[config.mk]
export PLATFORM = sky130hd
export DESIGN_NAME = bridge_parity
export DESIGN_NICKNAME = d
export VERILOG_FILES = /design/src/rtl/bridge_parity_pkg.sv /design/src/rtl/bridge_parity.sv
export SDC_FILE = /design/constraint.sdc
export NUM_CORES = 1
export LEC_CHECK = 0
export BUFFER_PORTS_ARGS = -buffer_cell sky130_fd_sc_hd__clkbuf_2
export CORE_ASPECT_RATIO = 0.7
export CORE_UTILIZATION = 27
export DETAILED_ROUTE_END_ITERATION = 10
export PLACE_DENSITY = 0.6
export SYNTH_ARGS = -nofsm -noshare
export SYNTH_HDL_FRONTEND = slang
export SYNTH_SLANG_ARGS = --single-unit
[constraint.sdc]
create_clock -name clock -period 2.2 [get_ports clock]
set_input_delay 0.11 -clock clock [delete_from_list [all_inputs] [get_ports clock]]
set_output_delay 0.11 -clock clock [all_outputs]
set_load 0.1 [all_outputs]
[src/rtl/bridge_parity_pkg.sv]
package bridge_parity_pkg;

  // Register offsets on the plain register port
  localparam logic [7:0] CTRL_OFS   = 8'h00;
  localparam logic [7:0] STATUS_OFS = 8'h04;
  localparam logic [7:0] MASK_OFS   = 8'h08;

  // Control fields
  localparam int P_RESP_BIT = 0;  // primary parity_response_enable
  localparam int S_RESP_BIT = 1;  // secondary parity_response_enable
  localparam int P_SERR_BIT = 2;  // primary system error enable
  localparam int S_SERR_BIT = 3;  // secondary system error enable
  localparam logic [3:0] CTRL_RESET = 4'h0;

  // Status and mask fields; status bits sticky, write one to clear
  localparam int ST_P_DET   = 0;  // primary detected parity error
  localparam int ST_S_DET   = 1;  // secondary detected parity error
  localparam int ST_P_DPD   = 2;  // primary data parity detected
  localparam int ST_P_SERR  = 3;  // primary system error signalled
  localparam int ST_S_SERR  = 4;  // secondary system error signalled
  localparam int ST_P_PERR  = 5;  // primary data parity error signalled
  localparam int ST_S_PERR  = 6;  // secondary data parity error signalled
  localparam int ST_W       = 7;
  localparam logic [6:0] STATUS_RESET = 7'h00;
  localparam logic [6:0] MASK_RESET   = 7'h00;

  // Class of a data phase received on the primary bus
  typedef enum logic [2:0] {
    DS_POSTED_WR,
    DS_DELAYED_WR,
    DS_DELAYED_RD,
    US_DELAYED_RD,
    CFG_WR,
    CFG_RD
  } kind_t;

  // Whole state of the block
  typedef struct packed {
    logic [3:0]  ctrl;
    logic [6:0]  status;
    logic [6:0]  mask;
    logic [31:0] rdata;
    logic [1:0]  a_pend;     // address phase awaiting its parity bit
    logic [1:0]  a_hit;
    logic [1:0]  a_par;      // computed address parity
    logic [1:0]  claim;
    logic [1:0]  serr;
    logic        d_pend;     // primary data phase awaiting parity
    logic        d_par;
    kind_t       d_kind;
    logic        d_multi;
    logic        chk_valid;
    logic        chk_bad;
    logic        drop;
    logic        stop_req;
    logic [1:0]  perr_low;
    logic [1:0]  perr_oe;
    logic [1:0]  perr_park;
    logic        s_perr_pend;
    logic [1:0]  par_out;
  } state_t;

endpackage

[src/rtl/bridge_parity.sv]
`timescale 1ns/1ps
// How it works
// - Check and generate parity on both buses
// - Forward queued parity condition unchanged
// - Address error, response off: claim, flag, forward
// - Primary address error, response on: refuse, system error
// - Secondary address error, response on: refuse, system error
// - Downstream posted write error: flag, forward, report
// - Upstream posted write target error raises secondary system error
// - Upstream write target error sets primary data parity detected bit
// - Downstream delayed write, response off: forward bad
// - Downstream delayed write, response on: drop, report
// - Upstream delayed write error reported at secondary ready
// - Upstream delayed read returns bad parity, flags
// - Config write error still writes, flags, reports
// - Config read returns data, no parity action
// - Parity error pin two clocks after data
// - Pin held high after the low until one clock after done, then released
// - System error only when its enable set
module bridge_parity (
  input  wire logic                        clock,
  input  wire logic                        rst_n,
  // Register port
  input  wire logic [7:0]                  reg_addr,
  input  wire logic [31:0]                 reg_wdata,
  input  wire logic                        reg_write,
  input  wire logic                        reg_read,
  output logic      [31:0]                 reg_rdata,
  output logic                             irq,
  // Primary bus sampling
  input  wire logic [31:0]                 p_ad,
  input  wire logic [3:0]                  p_cbe_n,
  input  wire logic                        p_par,
  input  wire logic                        p_addr_valid,
  input  wire logic                        p_hit,
  input  wire logic                        p_data_valid,
  input  wire bridge_parity_pkg::kind_t    p_kind,
  input  wire logic                        p_multi,
  input  wire logic                        p_txn_done,
  input  wire logic                        p_us_posted,
  input  wire logic                        p_us_delayed,
  input  wire logic                        p_perr_n_i,
  // Secondary bus sampling
  input  wire logic [31:0]                 s_ad,
  input  wire logic [3:0]                  s_cbe_n,
  input  wire logic                        s_par,
  input  wire logic                        s_addr_valid,
  input  wire logic                        s_hit,
  input  wire logic                        s_txn_done,
  input  wire logic                        s_trdy_ret,
  input  wire logic                        s_err_seen,
  // Outgoing parity generation
  input  wire logic [31:0]                 p_gen_ad,
  input  wire logic [3:0]                  p_gen_cbe_n,
  input  wire logic                        p_gen_bad,
  input  wire logic [31:0]                 s_gen_ad,
  input  wire logic [3:0]                  s_gen_cbe_n,
  input  wire logic                        s_gen_bad,
  output logic                             p_par_out,
  output logic                             s_par_out,
  // Decisions toward the target and queue logic
  output logic                             p_claim,
  output logic                             s_claim,
  output logic                             p_chk_valid,
  output logic                             p_chk_bad,
  output logic                             p_drop,
  output logic                             p_stop_req,
  // Error pins
  output logic                             p_perr_n_o,
  output logic                             p_perr_n_oe,
  output logic                             s_perr_n_o,
  output logic                             s_perr_n_oe,
  output logic                             p_serr_n_o,
  output logic                             p_serr_n_oe,
  output logic                             s_serr_n_o,
  output logic                             s_serr_n_oe
);

  bridge_parity_pkg::state_t st;       // Registered state
  bridge_parity_pkg::state_t next_st;  // Next state

  logic [1:0] resp;        // Parity response enables per bus
  logic [1:0] serr_en;     // System error enables per bus
  logic [1:0] a_err;       // Address parity error per bus
  logic [1:0] a_par_in;    // Sampled address parity bits
  logic [1:0] a_pend_in;   // New address phases
  logic [1:0] a_hit_in;    // Decode hits
  logic [1:0] a_calc;      // Parity of the new address phases
  logic [1:0] done;        // Transaction completions
  logic [1:0] perr_req;    // Request to drive the error pin low
  logic       d_err;       // Primary data parity error
  logic       d_checked;   // Class is checked by this device
  logic       tgt_perr;    // Primary target reported an error
  logic [6:0] st_set;      // Status events this cycle

  assign resp    = {st.ctrl[bridge_parity_pkg::S_RESP_BIT], st.ctrl[bridge_parity_pkg::P_RESP_BIT]};
  assign serr_en = {st.ctrl[bridge_parity_pkg::S_SERR_BIT], st.ctrl[bridge_parity_pkg::P_SERR_BIT]};
  assign a_par_in  = {s_par, p_par};
  assign a_pend_in = {s_addr_valid, p_addr_valid};
  assign a_hit_in  = {s_hit, p_hit};
  assign done      = {s_txn_done, p_txn_done};
  // Even parity over address and command lanes
  assign a_calc    = {^{s_ad, s_cbe_n}, ^{p_ad, p_cbe_n}};

  // Parity follows its data by one clock, so the check uses the stored sum
  assign a_err = st.a_pend & (st.a_par ^ a_par_in);
  assign d_err = st.d_pend & (st.d_par ^ p_par);
  // Reads that this device supplies are the initiator's job to check
  assign d_checked = st.d_kind inside {bridge_parity_pkg::DS_POSTED_WR,
                                       bridge_parity_pkg::DS_DELAYED_WR,
                                       bridge_parity_pkg::US_DELAYED_RD,
                                       bridge_parity_pkg::CFG_WR};
  // Target error seen while mastering an upstream write
  assign tgt_perr = !p_perr_n_i && (p_us_posted || p_us_delayed);

  // Error pin requests per bus
  always_comb begin
    perr_req[0] = d_err && d_checked && resp[0];
    perr_req[1] = st.s_perr_pend && s_trdy_ret;
  end

  // Status events; address errors flag either way
  always_comb begin
    st_set = '0;
    st_set[bridge_parity_pkg::ST_P_DET] = a_err[0] || (d_err && d_checked);
    st_set[bridge_parity_pkg::ST_S_DET] = a_err[1];
    st_set[bridge_parity_pkg::ST_P_DPD] = (tgt_perr && resp[0]) ||
      (d_err && st.d_kind == bridge_parity_pkg::US_DELAYED_RD && resp[0]);
    st_set[bridge_parity_pkg::ST_P_SERR] = next_st.serr[0];
    st_set[bridge_parity_pkg::ST_S_SERR] = next_st.serr[1];
    st_set[bridge_parity_pkg::ST_P_PERR] = perr_req[0];
    st_set[bridge_parity_pkg::ST_S_PERR] = perr_req[1];
  end

  // Next state
  always_comb begin
    next_st = st;
    // Register writes
    if (reg_write && reg_addr == bridge_parity_pkg::CTRL_OFS) begin
      next_st.ctrl = reg_wdata[3:0];
    end
    if (reg_write && reg_addr == bridge_parity_pkg::MASK_OFS) begin
      next_st.mask = reg_wdata[6:0];
    end
    // Read data stands only in the cycle after the strobe
    next_st.rdata = '0;
    if (reg_read) begin
      unique case (reg_addr)
        bridge_parity_pkg::CTRL_OFS:   next_st.rdata = {28'h0000000, st.ctrl};
        bridge_parity_pkg::STATUS_OFS: next_st.rdata = {25'h0000000, st.status};
        bridge_parity_pkg::MASK_OFS:   next_st.rdata = {25'h0000000, st.mask};
        default:                       next_st.rdata = '0;
      endcase
    end
    // Address stage: hold the sum until the parity bit arrives
    next_st.a_pend = a_pend_in;
    next_st.a_hit  = a_hit_in;
    next_st.a_par  = a_calc;
    // Refuse a bad address only when response is enabled
    next_st.claim = st.a_pend & st.a_hit & ~(a_err & resp);
    // System error only with its enable bit
    next_st.serr = a_err & resp & serr_en;
    // Upstream posted write: report toward the secondary side
    if (tgt_perr && p_us_posted && resp[0] && resp[1] && !s_err_seen && serr_en[1]) begin
      next_st.serr[1] = 1'b1;
    end
    // Primary data stage
    next_st.d_pend  = p_data_valid;
    next_st.d_par   = ^{p_ad, p_cbe_n};
    next_st.d_kind  = p_kind;
    next_st.d_multi = p_multi;
    next_st.chk_valid = st.d_pend && d_checked;
    // Queued condition is exactly what arrived
    next_st.chk_bad   = d_err && d_checked;
    // Delayed write is dropped only with response on
    next_st.drop = d_err && resp[0] && st.d_kind == bridge_parity_pkg::DS_DELAYED_WR;
    next_st.stop_req = next_st.drop && st.d_multi;
    // Upstream delayed write error waits for the secondary ready
    if (tgt_perr && p_us_delayed && resp[0] && resp[1]) begin
      next_st.s_perr_pend = 1'b1;
    end else if (s_trdy_ret) begin
      next_st.s_perr_pend = 1'b0;
    end
    // Error pins: low one clock, held high, parked high one clock after done
    for (int b = 0; b < 2; b++) begin
      next_st.perr_low[b]  = perr_req[b];
      next_st.perr_park[b] = done[b] && (st.perr_oe[b] || perr_req[b]);
      next_st.perr_oe[b]   = perr_req[b] || (st.perr_oe[b] && !st.perr_park[b]) ||
                             next_st.perr_park[b];
    end
    // Outgoing parity a clock after its data, bad kept bad
    next_st.par_out = {^{s_gen_ad, s_gen_cbe_n} ^ s_gen_bad,
                       ^{p_gen_ad, p_gen_cbe_n} ^ p_gen_bad};
    // Sticky status: a new event beats a clear in the same cycle
    if (reg_write && reg_addr == bridge_parity_pkg::STATUS_OFS) begin
      next_st.status = st.status & ~reg_wdata[6:0];
    end
    next_st.status = next_st.status | st_set;
  end

  // State register
  always_ff @(posedge clock or negedge rst_n) begin
    if (!rst_n) begin
      st        <= '0;
      st.ctrl   <= bridge_parity_pkg::CTRL_RESET;
      st.status <= bridge_parity_pkg::STATUS_RESET;
      st.mask   <= bridge_parity_pkg::MASK_RESET;
    end else begin
      st <= next_st;
    end
  end

  // Outputs straight from flops; irq ORs the masked status flops
  assign reg_rdata   = st.rdata;
  assign irq         = |(st.status & st.mask);
  assign p_claim     = st.claim[0];
  assign s_claim     = st.claim[1];
  assign p_chk_valid = st.chk_valid;
  assign p_chk_bad   = st.chk_bad;
  assign p_drop      = st.drop;
  assign p_stop_req  = st.stop_req;
  assign p_par_out   = st.par_out[0];
  assign s_par_out   = st.par_out[1];
  assign p_perr_n_o  = !st.perr_low[0];
  assign s_perr_n_o  = !st.perr_low[1];
  assign p_perr_n_oe = st.perr_oe[0];
  assign s_perr_n_oe = st.perr_oe[1];
  // Open drain: only ever pulls low
  assign p_serr_n_o  = 1'b0;
  assign s_serr_n_o  = 1'b0;
  assign p_serr_n_oe = st.serr[0];
  assign s_serr_n_oe = st.serr[1];
endmodule

=== Yosys cells after proc, flatten, opt, wreduce, memory -nomap -nowiden ===
Index checks and enable logic that the tools add are counted.

* Bits in registers: 79
* Bits in latches: 0
* Memory bits (writable): 0
* ROM bits: 0
* Bits of input ports: 208
* Output and inout bits: 49
* Word-level logic and storage cells: 98
* Memories: 0

* Add/sub/neg operators: 0
* Multiply operators: 0
* Div/mod/pow operators: 0
* $lt $le $gt $ge: 0
* Equality and inequality tests: 5
* Shift operators: 0
* Multiplexer cells: 6
* Bitwise gates (word level): 15
* Reductions and logical operators: 50

{| class="wikitable"
|+ Operators with widths
! cell !! number
|-
| 36-bit XOR reduction || 4
|-
| 1-bit logical AND || 26
|-
| 7-bit one-hot mux with 3 select lines || 1
|-
| 7-bit AND || 2
|-
| 7-bit two-way mux || 2
|-
| 2-bit AND || 5
|-
| 1-bit logical OR || 9
|-
| 8-bit by 3-bit == test with 1-bit output, second input constant || 1
|-
| 8-bit by 4-bit == test with 1-bit output, second input constant || 1
|-
| 8-bit zero test || 1
|-
| 7-bit NOT || 1
|-
| 7-bit bitwise OR || 1
|-
| 7-bit OR reduction || 1
|-
| 1-bit zero test || 6
|-
| 4-bit nonzero test || 1
|-
| 3-bit by 1-bit == test with 1-bit output, second input constant || 1
|-
| 3-bit by 2-bit == test with 1-bit output, second input constant || 1
|-
| 3-bit == test, second input constant || 1
|-
| 3-bit zero test || 1
|-
| 1-bit two-way mux || 3
|-
| 1-bit XOR || 3
|-
| 2-bit NOT || 1
|-
| 2-bit nonzero test || 1
|-
| 2-bit XOR || 1
|-
| 1-bit AND || 1
|}

=== Longest topological paths before layout ===
Gate-level depths: netlist of run 1.

* Depth after elaboration: 9
* Gate-level depth with buffers: 5
* Depth with buffers taken out: 5

=== Worst setup path before layout of run 1 ===
OpenSTA, ideal clock, no wires.

* Kind: input-to-reg
* Start: in reg_addr[5]
* End: reg st (netlist bit resp[0])
* Data arrival time: 1,690 ps
* Data required time: 2,075 ps
* Setup slack: 385 ps
* Cell stages on the path: 4
* Buffers on the path: 0
* Cell sequence: or4_4 or4b_4 nor3_4 mux2_2

* Word-level cells in the longest chain between the ends: 2

{| class="wikitable"
|+ Ends and longest elaborated chain
! element !! line !! source
|-
| from (decl) || bridge_parity.sv:24 || <nowiki>input wire logic [7:0] reg_addr,</nowiki>
|-
| 8-bit zero test || bridge_parity.sv:139 || <nowiki>if (reg_write && reg_addr == bridge_parity_pkg::CTRL_OFS) begin</nowiki>
|-
| 1-bit logical AND || bridge_parity.sv:139 ||
|-
| to (signal assigned) || bridge_parity.sv:209 || <nowiki>st <= next_st;</nowiki>
|-
| to (decl) || bridge_parity.sv:79 || <nowiki>bridge_parity_pkg::state_t st;</nowiki>
|}

Every way passes these cells.
A chain may end at the register's enable or synchronous reset.

==> results list, run 1 <==
- The worst register-to-register path has a setup slack of 0.77 ns.
- Of the cells placed in the final design, the portion with a size suffix greater than 1 is 0.4225.
- Post-route setup TNS: 0 ns
- Final Total Pwr: 3.505 mW
* Mapped Avg Cell Area: 10.74 µm²
- Final setup violation count: 0
- The initial antenna violation count came to 0.
* Highest attainable clock frequency: 574.5 MHz
- The synthesized netlist occupies a cell area of 0.003522 mm².
- Routed metal-1 wire length: 3.321 mm
* Number of buffers inserted during clock tree synthesis: 5
- Top Metal Used: met4
- Worst-case headroom to the max-slew limit: 0.5460
* Maximum vdd ir drop: 260.6 µV
- TritonCTS built the clock tree.
- Critical path class: input pin to flop
* Status: complete, but fails checks
* First-pass GRT wire length: 12.90 mm
- STA classifies the critical path startpoint as an input pin.
- Max-capacitance violation count: 0
* Register-to-Register Path Depth: 4
- In this run the number of H-tree levels came out at 2.
- The number of setup buffers added after CTS is 0.
- The die is 97.56 µm tall.
* Largest net degree at the start of global routing: 30
- Cell at the root of the clock tree: sky130_fd_sc_hd__clkbuf_16
* Power per cell area: 723.0 mW/mm²
* Class of the tightest hold or removal check: input pin to flop
- Startpoint of the worst hold path: s_trdy_ret
* Required time at the endpoint of the critical path: 2.38 ns
- For this run, the number of standard cells in the final layout without fillers is 704.
* Number of detailed-route iterations in the first pass: 7
* Seq cells post-synth: 53
- Final hold violations: 0
- At the end of the flow, the number of nets in the layout was 749.
* Routability congestion estimate from global placement: 0.6853
- Fill cell instance count of the final layout: 1261
* Yosys top cell area share: 0.3766
- For the worst setup path, the data arrival time is 1.92 ns.
- Clock-pin slew reported for the worst setup and hold paths after clock tree synthesis: 0.07 ns
- The die covers 0.01351 mm².
- No sink is reached through more buffers than the 2 on the longest clock path.
- Dividing the detail-routed wire length by the instance count gives 10.95 µm.
* Max-slew violation count: 0
- Post-place instance area: 0.004601 mm²
- After the first detailed-routing iteration, the DRC count stood at 87.
- Post-DR vias/cell: 3.980
* Horiz. Die Dim: 138.5 µm
- The clock arrives with 0.005546 ns of skew.
- Total inserted antenna cells: 0
- Setup repair after global routing left no endpoint under its margin.
- Hold timing on the final database bottoms out at a slack of 0.01822 ns.
* Number of sinks handled by clock tree synthesis: 53
- Along the worst hold path, the cell count comes to 2.
- Grt total ovfl: 0
- The final reports fail on design-rule violations.
- DRC violations left: 14
* Reg-to-Reg End: st[3]$_DFF_PN0_
* Final critical-path setup slack: 0.4593 ns
* Cell total after placement: 686
* Summed area of non-filler cells in the final layout: 0.004848 mm²
* Transition time at the pin with the least slew margin: 0.6810 ns
- Counting distinct cell types in the post-synthesis netlist gives 33.
- Met2 wirelength from detailed routing: 3.851 mm
* Standby leakage power: 2.425 nW
* Time the worst path needs with I/O delays and setup: 1.741 ns
- Of the available clock period, the critical path in the final layout requires 0.7912.
- Row generation in the floorplan step produced 34 rows.
* Quantity of I/O buffers inserted on ports: 204
- After synthesis, the cell types taking the most area are sky130_fd_sc_hd__dfrtp_1 (38%), sky130_fd_sc_hd__xnor2_1 (29%), sky130_fd_sc_hd__buf_4 (7.2%).
- At the later pin of the worst-skew pair, clock insertion delay measures 0.29 ns.
* Area growth from synthesis to layout: 37.66%
* Synthesis Warnings: 0
- Mapped Cells: 328
- The region available for standard cell placement spans 0.01255 mm².
* Number of global-route vias before repair: 2854
- The path with the worst hold slack has its endpoint at st[2]$_DFFE_PN0P_.
- HPWL after detailed placement: 6.770 mm
- The final layout contains routed wiring with a total length of 7.708 mm.
- At the placement stage, the worst setup path has a slack of 0.1392 ns.
* Top-level port count: 257
* Starting density of the core: 0.2807
- Final Core Density: 0.3863
- Vias: 2802
- Detail Route met3 WL: 494 µm
- Sort of element at the end of the critical path: flop
- Across every metal layer, demand over resource in global routing totals 0.1190.
* Final ANT Viol Nets: 0
- Largest fanout on the critical path: 7
- Cell type contributing the most total cell area after synthesis: sky130_fd_sc_hd__dfrtp_1
- Fraction of the yosys area taken by sequential cells: 0.3766
- Launching point of the worst reg2reg path: st[14]$_DFF_PN0_
final cells by class:
class,instances,area [µm²],share of cell area
Sequential cell,53,1326,0.2735
Inverter,6,22.52,0.004645
Clock buffer,5,125.1,0.02581
Clock inverter,3,22.52,0.004645
Tap cell,162,202.7,0.04181
Timing Repair Buffer,216,1149,0.2369
Multi-Input combinational cell,259,2001,0.4126
cell families (layout without fill, tap and decap cells):
kind of cell | count (synthesis) | in the layout | share of synthesized area
XOR/XNOR | 141 | 141 | 0.3663
flip-flops | 53 | 53 | 0.3766
other | 1 | 27 | 0.001065
AO/OA/AOI/OAI | 27 | 27 | 0.05186
multiplexers | 15 | 15 | 0.04654
buffers and inverters | 42 | 230 | 0.08312
AND/OR/NAND/NOR | 49 | 49 | 0.07460
routing by layer:
metal	global-route usage	vias to the layer above
met5	0	-
met2	0.2073	96
met3	0.03204	5
met1	0.1493	1284
met4	0.01815	0
li1	-	1417
worst max path at each step:
stage	start	end	slack (ns)	cells past startpoint
floorplan	reg_addr[5]	resp[0]$_DFFE_PN0P_	0.39	4
global placement	reg_addr[5]	st[69]$_DFF_PN0_	0.16	6
detailed placement	reg_addr[5]	st[69]$_DFF_PN0_	0.14	6
CTS	reg_addr[5]	st[73]$_DFF_PN0_	0.45	6
global route	reg_addr[5]	st[73]$_DFF_PN0_	0.38	6
finish	reg_addr[5]	st[73]$_DFF_PN0_	0.46	6
where the power goes:
part	internal, mW	switching (mW)	total (mW)
logic	0.695	0.906	1.60
registers	1.07	0.0500	1.12
clock network	0.424	0.356	0.780
total	2.19	1.31	3.51
state kept, by name (all words and copies together) (netlist names), 2 cells and up:
| register | cells |
|---|---|
| st | 30 |
| serr_en | 2 |
| resp | 2 |
| reg_rdata | 7 |
Yosys cell counts, drive strengths merged:
master	count
dfrtp	53
and2	3
nand2	12
conb	1
inv	6
nor3	2
a22oi	5
o2bb2ai	1
xnor2	117
buf	35
nand3	3
clkbuf	1
nand2b	2
a21o	6
o21ai	3
nor2b	3
mux2i	4
o21a	2
nor3b	2
xnor3	4
o22ai	2
xor2	20
a22o	1
and3	2
or4b	1
a222oi	1
mux2	11
or4	1
nor2	18
a21oi	6
worst max-delay path, stage by stage:
cell and delay (ns):
sky130_fd_sc_hd__clkbuf_2 0.08, sky130_fd_sc_hd__or4_4 0.52, sky130_fd_sc_hd__or4b_4 0.54, sky130_fd_sc_hd__nor3b_4 0.39
sky130_fd_sc_hd__nand2_1 0.10, sky130_fd_sc_hd__a21o_1 0.18
cells in the final DEF, fill, tap and decap left out, types with 2 or more instances in the layout:
cell type | Yosys | layout
sky130_fd_sc_hd__and2_1 | 3 | 3
sky130_fd_sc_hd__xnor2_1 | 117 | 117
sky130_fd_sc_hd__inv_1 | 6 | 6
sky130_fd_sc_hd__and3_1 | 2 | 2
sky130_fd_sc_hd__nor2b_1 | 3 | 3
sky130_fd_sc_hd__xnor3_1 | 4 | 4
sky130_fd_sc_hd__a21oi_1 | 6 | 6
sky130_fd_sc_hd__o21ai_0 | 3 | 3
sky130_fd_sc_hd__nor2_1 | 18 | 18
sky130_fd_sc_hd__mux2_2 | 11 | 11
sky130_fd_sc_hd__dlygate4sd3_1 | 0 | 10
sky130_fd_sc_hd__xor2_1 | 20 | 20
sky130_fd_sc_hd__nand2_1 | 12 | 12
sky130_fd_sc_hd__a22oi_1 | 5 | 5
sky130_fd_sc_hd__a21o_1 | 6 | 6
sky130_fd_sc_hd__mux2i_1 | 4 | 4
sky130_fd_sc_hd__conb_1 | 1 | 27
sky130_fd_sc_hd__nand3_1 | 3 | 3
sky130_fd_sc_hd__o21a_1 | 2 | 2
sky130_fd_sc_hd__clkinv_4 | 0 | 2
sky130_fd_sc_hd__clkbuf_2 | 0 | 204
sky130_fd_sc_hd__dfrtp_1 | 53 | 53
sky130_fd_sc_hd__o22ai_1 | 2 | 2
sky130_fd_sc_hd__nand2b_1 | 2 | 2
sky130_fd_sc_hd__clkbuf_16 | 0 | 5
timing repair:
action | CTS | global route
hold buffers | 10 | 0
gates resized for setup | 0 | 0
hold endpoints to repair | 33 | 0
(Power assumes the default switching activity.)
==> run 2: changes to the inputs <==
--- a/config.mk
+++ b/config.mk
@@ -5,11 +5,12 @@
 export SDC_FILE = /design/constraint.sdc
 export NUM_CORES = 1
 export LEC_CHECK = 0
+export ABC_AREA = 1
 export BUFFER_PORTS_ARGS = -buffer_cell sky130_fd_sc_hd__clkbuf_2
 export CORE_ASPECT_RATIO = 0.7
 export CORE_UTILIZATION = 27
 export DETAILED_ROUTE_END_ITERATION = 10
-export PLACE_DENSITY = 0.6
+export PLACE_DENSITY = 0.53
 export SYNTH_ARGS = -nofsm -noshare
 export SYNTH_HDL_FRONTEND = slang
 export SYNTH_SLANG_ARGS = --single-unit
==> constraint.sdc (replaced) <==
create_clock -name clock -period 1.66 [get_ports clock]
set_input_delay 0.083 -clock clock [delete_from_list [all_inputs] [get_ports clock]]
set_output_delay 0.083 -clock clock [all_outputs]
set_load 0.1 [all_outputs]
==> run 2 against run 1 <==
Utilization fell by 3.5 points. Cell count rose by 130%. Highest routed layer unchanged. Critical path type is now flop to output port. Final area rose by 53%. Largest power group unchanged. The flow now finishes without violations. Largest cell class unchanged.
==> results list, run 2 <==
* Status: complete, no violations
- The gate count after technology mapping was 1137 (+250%).
* Seq cells post-synth: 53 (unchanged)
- After synthesis, the most frequently instantiated cells are sky130_fd_sc_hd__nand2_1 (721), sky130_fd_sc_hd__inv_1 (169), sky130_fd_sc_hd__dfrtp_1 (53).
* Buffer levels on the longest clock path: 2 (unchanged)
- Number of synthesized flops with an enable pin: 0 (unchanged)
* First-pass GRT wire length: 24.58 mm (+91%)
- Grt total ovfl: 0 (unchanged)
- Final hold violations: 0 (unchanged)
* Summed area of non-filler cells in the final layout: 0.007411 mm² (+53%)
- The count of antenna-violating nets left after detailed routing came to 0 (unchanged).
- Setup repair after global routing left no endpoint under its margin.
- Worst hold slack: 0.01508 ns (-0.003137 ns)
- Cell total after placement: 1611 (+130%)
- Most used flip-flop cell after synthesis: sky130_fd_sc_hd__dfrtp_1
* Final Total Pwr: 4.979 mW (+42%)
- Final Core Density: 0.3515 (-0.03487)
- The ratio of total power to cell area was 671.8 mW/mm² (-7.1%).
- Number of sinks handled by clock tree synthesis: 53 (unchanged)
- The fraction of synthesis flops using an asynchronous set or reset pin was 1.000 (unchanged).
- The routed via count is 6565 (+130%).
- Clock-pin slew reported for the worst setup and hold paths after clock tree synthesis: 0.07 ns (about the same)
* Max-capacitance violation count: 0 (unchanged)
* Transition time at the pin with the least slew margin: 0.5804 ns (-0.1006 ns)
- The worst register-to-register path begins at st[23]$_DFF_PN0_.
* Routed wire length per instance: 8.879 µm (-19%)
- Clock tree from TritonCTS: done
* Combined area of all synthesized cells: 0.005899 mm² (+67%)
* Reg-to-Reg End: st[3]$_DFF_PN0_
- The initial antenna violation count is 0 (unchanged).
* Required time at the endpoint of the critical path: 1.58 ns (-0.80 ns)
- Cell types with the largest area share after synthesis: sky130_fd_sc_hd__nand2_1 (46%), sky130_fd_sc_hd__dfrtp_1 (22%), sky130_fd_sc_hd__inv_1 (11%)
* Capture endpoint of the worst hold path: st[2]$_DFFE_PN0P_
- The combined area of the multi-input logic cells is 0.003751 mm² (+87%).
- The via density per instance was 4.030 (+1.3%).
- The final critical-path setup slack came to 0.1506 ns (-0.3087 ns).
* DRC violations left: 0 (-14)
- CTS H-tree lvls: 2 (unchanged)
- Number of detailed-route iterations in the first pass: 4 (-3)
- Horiz. Die Dim: 178.7 µm (+29%)
- The count of antenna diodes in the layout came to 0 (unchanged).
- Top-level port count: 257 (unchanged)
- HPWL after detailed placement: 12.81 mm (+89%)
* Count of placed standard cells in the final layout, fillers left out: 1629 (+130%)
* Area growth from synthesis to layout: 25.62%
* Unique cell type count in the Yosys netlist: 30 (-9.1%)
- Cell at the root of the clock tree: sky130_fd_sc_hd__clkbuf_16
- The sequential cell area came to 0.001326 mm² (unchanged).
* Worst-case headroom to the max-slew limit: 0.6147 (+0.06872)
* Post-place setup slack: 0.2985 ns (+0.1593 ns)
- The maximum number of pins on one net before global-route repair came to 54 (+80%).
* Critical path class: flop to output port
- The first-iteration detailed-routing DRC count was 237 (+170%).
- DIE HEIGHT: 125.7 µm (+29%)
* Data arrival at the endpoint of the critical path: 1.43 ns (-0.49 ns)
- The share of Yosys cell area claimed by the top area cell type is 0.4587 (+0.08219).
* Quantity of I/O buffers inserted on ports: 204 (unchanged)
- Most frequent cells in the layout: sky130_fd_sc_hd__nand2_1 (721), sky130_fd_sc_hd__clkbuf_2 (203), sky130_fd_sc_hd__inv_1 (169)
- Post-route setup TNS: 0 ns (unchanged)
- The hold path depth came to 2 (unchanged).
* Highest attainable clock frequency: 662.5 MHz
- sky130_fd_sc_hd__nand2_1 is the most common cell in the netlist.
- Clock network latency to the later pin of the worst-skew pair: 0.29 ns (about the same)
* Max FFs per register: 30 (unchanged)
- The maximum fanout count along the critical path was 2 (-5).
- The die area was 0.02245 mm² (+66%).
- Class of the tightest hold or removal check: input pin to flop
* Number of global-route vias before repair: 5812 (+100%)
* Drt total wl: 14.46 mm (+88%)
- The depth of the worst register-to-register path came to 8 (+4).
* Sort of element at the end of the critical path: output port
- Routability congestion estimate from global placement: 0.7480 (+9.1%)
- Setup slack on the worst flop-to-flop path: 0.37 ns (-0.40 ns)
- Counting I/O delays and the setup requirement, the final critical path takes 1.509 ns.
- Max-slew violation count: 0 (unchanged)
* Ratio of cells with drive above 1 in the final layout: 0.1722 (-0.2503)
- Mapped Avg Cell Area: 5.189 µm² (-52%)
- Post-place instance area: 0.007132 mm² (+55%)
* Starting density of the core: 0.2798 (-0.0008693)
- Maximum vdd ir drop: 318.0 µV (+22%)
* Most common cell after layout, fill and taps aside: sky130_fd_sc_hd__nand2_1
- The biggest area contributor in the post-synthesis netlist is sky130_fd_sc_hd__nand2_1.
* Sort of element at the start of the critical path: flop
- Overall fraction of global-route tracks in use: 0.1307 (+0.01175)
- Fraction of the yosys area taken by sequential cells: 0.2248 (-0.1517)
* Startpoint of the worst hold path: s_trdy_ret
* Final setup violation count: 0 (unchanged)
* Placeable core region: 0.02109 mm² (+68%)
- Number of nets in the layout: 1560 (+110%)
- The number of rows in the core area came to 44 (+29%).
- The number of warnings reported in the yosys synthesis log came to 0 (unchanged).
- The leakage power total came to 5.000 nW (+110%).
- Counting flops per register, the top entry is st.
* Fraction of the cycle the final worst path needs: 0.9093
- The post-route clock skew was 0.006063 ns (+0.0005173 ns).
- Number of buffers inserted during clock tree synthesis: 5 (unchanged)
- The total of fill cells in the finished design came to 2398 (+90%).
## run 2: changes by cell type in the layout (fill, tap and decap cells not counted), sizes merged, moves of 9 or more
cell,delta
nand3b,+9
o21ai,+22
nand3,+33
nand2,+714
inv,+168
mux2,-11
xnor2,-99
nor2,+10
## run 2: kinds of logic after synthesis
group | synth area share
AOI/OAI and AO/OA | 0.03181
and+or+nand+nor | 0.5393
buffers and inverters | 0.1559
xor gates and xnor gates | 0.04751
DFF | 0.2248
other | 0.0006357
## run 2: worst max path at each step
stage                        from  endpoint  slack (ns)  depth (start not counted)
2_1_floorplan    st[72]$_DFF_PN0_       irq       -0.05                          4
3_3_place_gp   st[65]$_DFFE_PN0P_       irq        0.31                          5
3_5_place_dp     st[72]$_DFF_PN0_       irq        0.30                          5
4_1_cts          st[72]$_DFF_PN0_       irq        0.05                          5
5_1_grt          st[72]$_DFF_PN0_       irq       0.005                          5
6_report         st[72]$_DFF_PN0_       irq        0.15                          5
## run 2: power breakdown
part	leakage (nW)	switching (mW)	total [mW]	internal, mW
clock network	0.0841	0.438	1.19	0.753
registers	0.677	0.0536	1.45	1.40
logic	4.24	1.64	2.34	0.693
total	5.00	2.13	4.98	2.84
## run 2: area by class of cell
type,instances,area share
clock buffers,7,0.01925
multi-input cells,901,0.5062
well taps,276,0.04660
clock inverters,1,0.004052
inverters,174,0.08813
flip-flops and latches,53,0.1790
repair buffers,217,0.1568
## run 2: repair_timing
item	4_1_cts	5_1_grt
hold buffers	10	0
gates resized for setup	1	2
setup buffers	0	0
setup endpoints to repair	1	1
endpoints found under the hold margin	62	0
## run 2: critical path, stage by stage, from the launching register on
cell                       delay [ns]
sky130_fd_sc_hd__dfrtp_1         0.40
sky130_fd_sc_hd__inv_1           0.08
sky130_fd_sc_hd__o21ai_1         0.07
sky130_fd_sc_hd__a221oi_1        0.21
sky130_fd_sc_hd__nand4_1         0.16
sky130_fd_sc_hd__buf_6           0.22
## run 2: per-layer routing
metal	wire, µm	track usage	part of all wire
met1	7444	0.1789	0.51
met2	6088	0.2150	0.42
met3	843	0.02566	0.058
met4	87	0.02094	0.0060
met5	0	0	0
==> run 3: changes to the inputs <==
==> constraint.sdc (replaced) <==
create_clock -name clock -period 1.66 [get_ports clock]
set_input_delay 0.083 -clock clock [delete_from_list [all_inputs] [get_ports clock]]
set_output_delay 0.083 -clock clock [all_outputs]
set_load 0.005 [all_outputs]
==> run 3 against run 2 <==
Sequential share of layout area rose by 0.052 points. Register-to-register slack barely moved. Maximum frequency rose by 4.6%. Critical path type unchanged. Power fell by 15%. Clock-buffer cell count did not move. Flip-flop and latch count did not move. Sequential power barely moved. Largest power group unchanged. Final area fell by 0.29%. Combinational power fell by 27%.
==> results list, run 3 (synthesized netlist as in run 2, its figures left out) <==
- Status: complete, no violations
- The leakage power total was 4.994 nW (-0.13%).
* Antenna violations before repair: 0 (unchanged)
* Buffer levels on the longest clock path: 2 (unchanged)
- Starting density of the core: 0.2798 (unchanged)
- Max-capacitance violation count: 0 (unchanged)
- DRC violations left: 0 (unchanged)
- The worst setup path is of the flop to output port kind.
* Post-DR vias/cell: 4.041 (+0.26%)
* Number of core rows: 44 (unchanged)
- Ranked by flip-flop count, first place goes to st.
- Sort of element at the end of the critical path: output port
* Data arrival at the endpoint of the critical path: 1.36 ns (-0.07 ns)
* Launching point of the worst reg2reg path: st[23]$_DFF_PN0_
* Largest net degree at the start of global routing: 54 (unchanged)
* Cell total after placement: 1611 (unchanged)
* Slowest cell delay on critical path: 0.40 ns (about the same)
- Setup repair after global routing left no endpoint under its margin.
- Total inserted antenna cells: 0 (unchanged)
- Area growth from synthesis to layout: 25.26%
- The library cells used most frequently in the layout, excluding fill and tap cells, are sky130_fd_sc_hd__nand2_1 (721), sky130_fd_sc_hd__clkbuf_2 (204), sky130_fd_sc_hd__inv_1 (169).
- In this design, the largest share of critical-path delay is due to flip-flops.
* Final hold violations: 0 (unchanged)
- The routed length per instance came to 8.934 µm (+0.62%).
- Walking the worst path, the cells encountered are inv_1 -> o21ai_0 -> a221oi_1 -> nand4_1 -> clkbuf_2.
- Vias: 6582 (+0.26%)
* CTS H-tree lvls: 2 (unchanged)
* Number of buffers inserted during clock tree synthesis: 5 (unchanged)
- The final critical-path setup slack came to 0.2173 ns (+0.06669 ns).
- The clock insertion delay at the later pin of the skew report was 0.29 ns (about the same).
- The half-perimeter wire length after placement came to 12.92 mm (+0.87%).
- The number of cells upsized or downsized after cts was 0 (-1).
- The final cell count without fillers is 1629 (unchanged).
- Class of the tightest hold or removal check: input pin to flop
- Final Core Density: 0.3505 (-0.001009)
- The top-level I/O count was 257 (unchanged).
- The timing-limited maximum frequency came to 693.1 MHz (+4.6%).
- The post-layout total power is 4.239 mW (-15%).
- The combined area of the multi-input logic cells was 0.003751 mm² (unchanged).
- Cell at the root of the clock tree: sky130_fd_sc_hd__clkbuf_16
- Fill cell instance count of the final layout: 2363 (-1.5%)
- The setup slack of the most critical reg-to-reg path is 0.38 ns (about the same).
* Number of nets in the layout: 1560 (unchanged)
- Horiz. Die Dim: 178.7 µm (unchanged)
- The largest vdd supply drop is 354.2 µV (+11%).
- The count of antenna-violating nets left after detailed routing came to 0 (unchanged).
* Time the worst path needs with I/O delays and setup: 1.443 ns (-0.06669 ns)
* Number of detailed-route iterations in the first pass: 4 (unchanged)
- Required time at the endpoint of the critical path: 1.58 ns (about the same)
- The count of port buffers added during placement came to 204 (unchanged).
* Clock-pin slew reported for the worst setup and hold paths after clock tree synthesis: 0.07 ns (about the same)
* Number of buffer and inverter stages on the critical path: 2 (unchanged)
* Max FFs per register: 30 (unchanged)
* Post-place setup slack: 0.3753 ns (+0.07679 ns)
* Register-to-Register Path Depth: 8 (unchanged)
- Placeable core region: 0.02109 mm² (unchanged)
* Area of the die: 0.02245 mm² (unchanged)
- The path with the worst hold slack has its endpoint at st[3]$_DFF_PN0_.
- The first-iteration detailed-routing DRC count came to 234 (-1.3%).
* Ratio of cells with drive above 1 in the final layout: 0.1729 (+0.0007391)
* Footprint of the flip-flops and latches: 0.001326 mm² (unchanged)
- TritonCTS built the clock tree.
- The setup-violating endpoint count in the final report is 0 (unchanged).
* Startpoint of the worst hold path: p_txn_done
* Critical path depth in cells: 5 (unchanged)
- Overall fraction of global-route tracks in use: 0.1296 (-0.001166)
- Number of sinks handled by clock tree synthesis: 53 (unchanged)
- Most common cell after layout, fill and taps aside: sky130_fd_sc_hd__nand2_1
- Grt total ovfl: 0 (unchanged)
* Drt total wl: 14.55 mm (+0.62%)
- The wire length of the first global-routing pass is 24.38 mm (-0.84%).
* Number of global-route vias before repair: 5774 (-0.65%)
* Max-slew violation count: 0 (unchanged)
* DIE HEIGHT: 125.7 µm (unchanged)
- Power per cell area: 573.6 mW/mm² (-15%)
- The hold path depth is 2 (unchanged).
- Largest fanout on the critical path: 2 (unchanged)
- The post-route setup TNS came to 0 ns (unchanged).
* Critical Path Slowest Stage Cell: sky130_fd_sc_hd__dfrtp_1
- Sort of element at the start of the critical path: flop
* Reg-to-Reg End: st[3]$_DFF_PN0_
* Worst clock skew on the final layout: 0.003732 ns (-0.002331 ns)
- Routability congestion estimate from global placement: 0.7726 (+3.3%)
* Fraction of the cycle the final worst path needs: 0.8691 (-0.04018)
-- run 3: area by class of cell --
type	instances	area share
multi-input cells	901	0.5076
flip-flops and latches	53	0.1795
repair buffers	217	0.1565
inverters	174	0.08838
well taps	276	0.04673
clock buffers	7	0.02066
clock inverters	1	0.0006773
-- run 3: report_power, final --
part           switching [mW]  total (mW)  internal (mW)
combinational            1.01        1.70          0.688
clock                   0.449        1.09          0.639
sequential             0.0550        1.45           1.40
total                    1.51        4.24           2.72
-- run 3: what timing repair did --
item	in CTS	in global routing
hold buffers	10	0
hold endpoints to repair	62	0
setup endpoints to repair	0	0
buffers inserted	0	0
-- run 3: stage by stage --
step           hold WS, ns  instance area [µm²]
4_1_cts           0.001587                 7390
6_report           0.01231                 7390
3_5_place_dp        0.1067                 7132
3_3_place_gp        0.1056                 7132
2_1_floorplan      -0.2126                 5997
5_1_grt            0.01448                 7390
-- run 3: worst max-delay path by stage --
stage | start | endpoint
2_1_floorplan | st[23]$_DFF_PN0_ | st[3]$_DFF_PN0_
3_3_place_gp | reg_addr[1] | reg_rdata[4]$_DFF_PN0_
3_5_place_dp | st[23]$_DFF_PN0_ | st[3]$_DFF_PN0_
4_1_cts | st[72]$_DFF_PN0_ | irq
5_1_grt | st[72]$_DFF_PN0_ | irq
6_report | st[72]$_DFF_PN0_ | irq
-- run 3: routing by layer --
layer / share of wire / vias to the layer above / track usage / wire length, µm
met5: 0 / - / 0 / 0
met4: 0.0049 / 0 / 0.01695 / 72
met3: 0.063 / 4 / 0.02687 / 918
met2: 0.42 / 152 / 0.2098 / 6125
met1: 0.51 / 2716 / 0.1806 / 7438
li1: - / 3710 / - / -
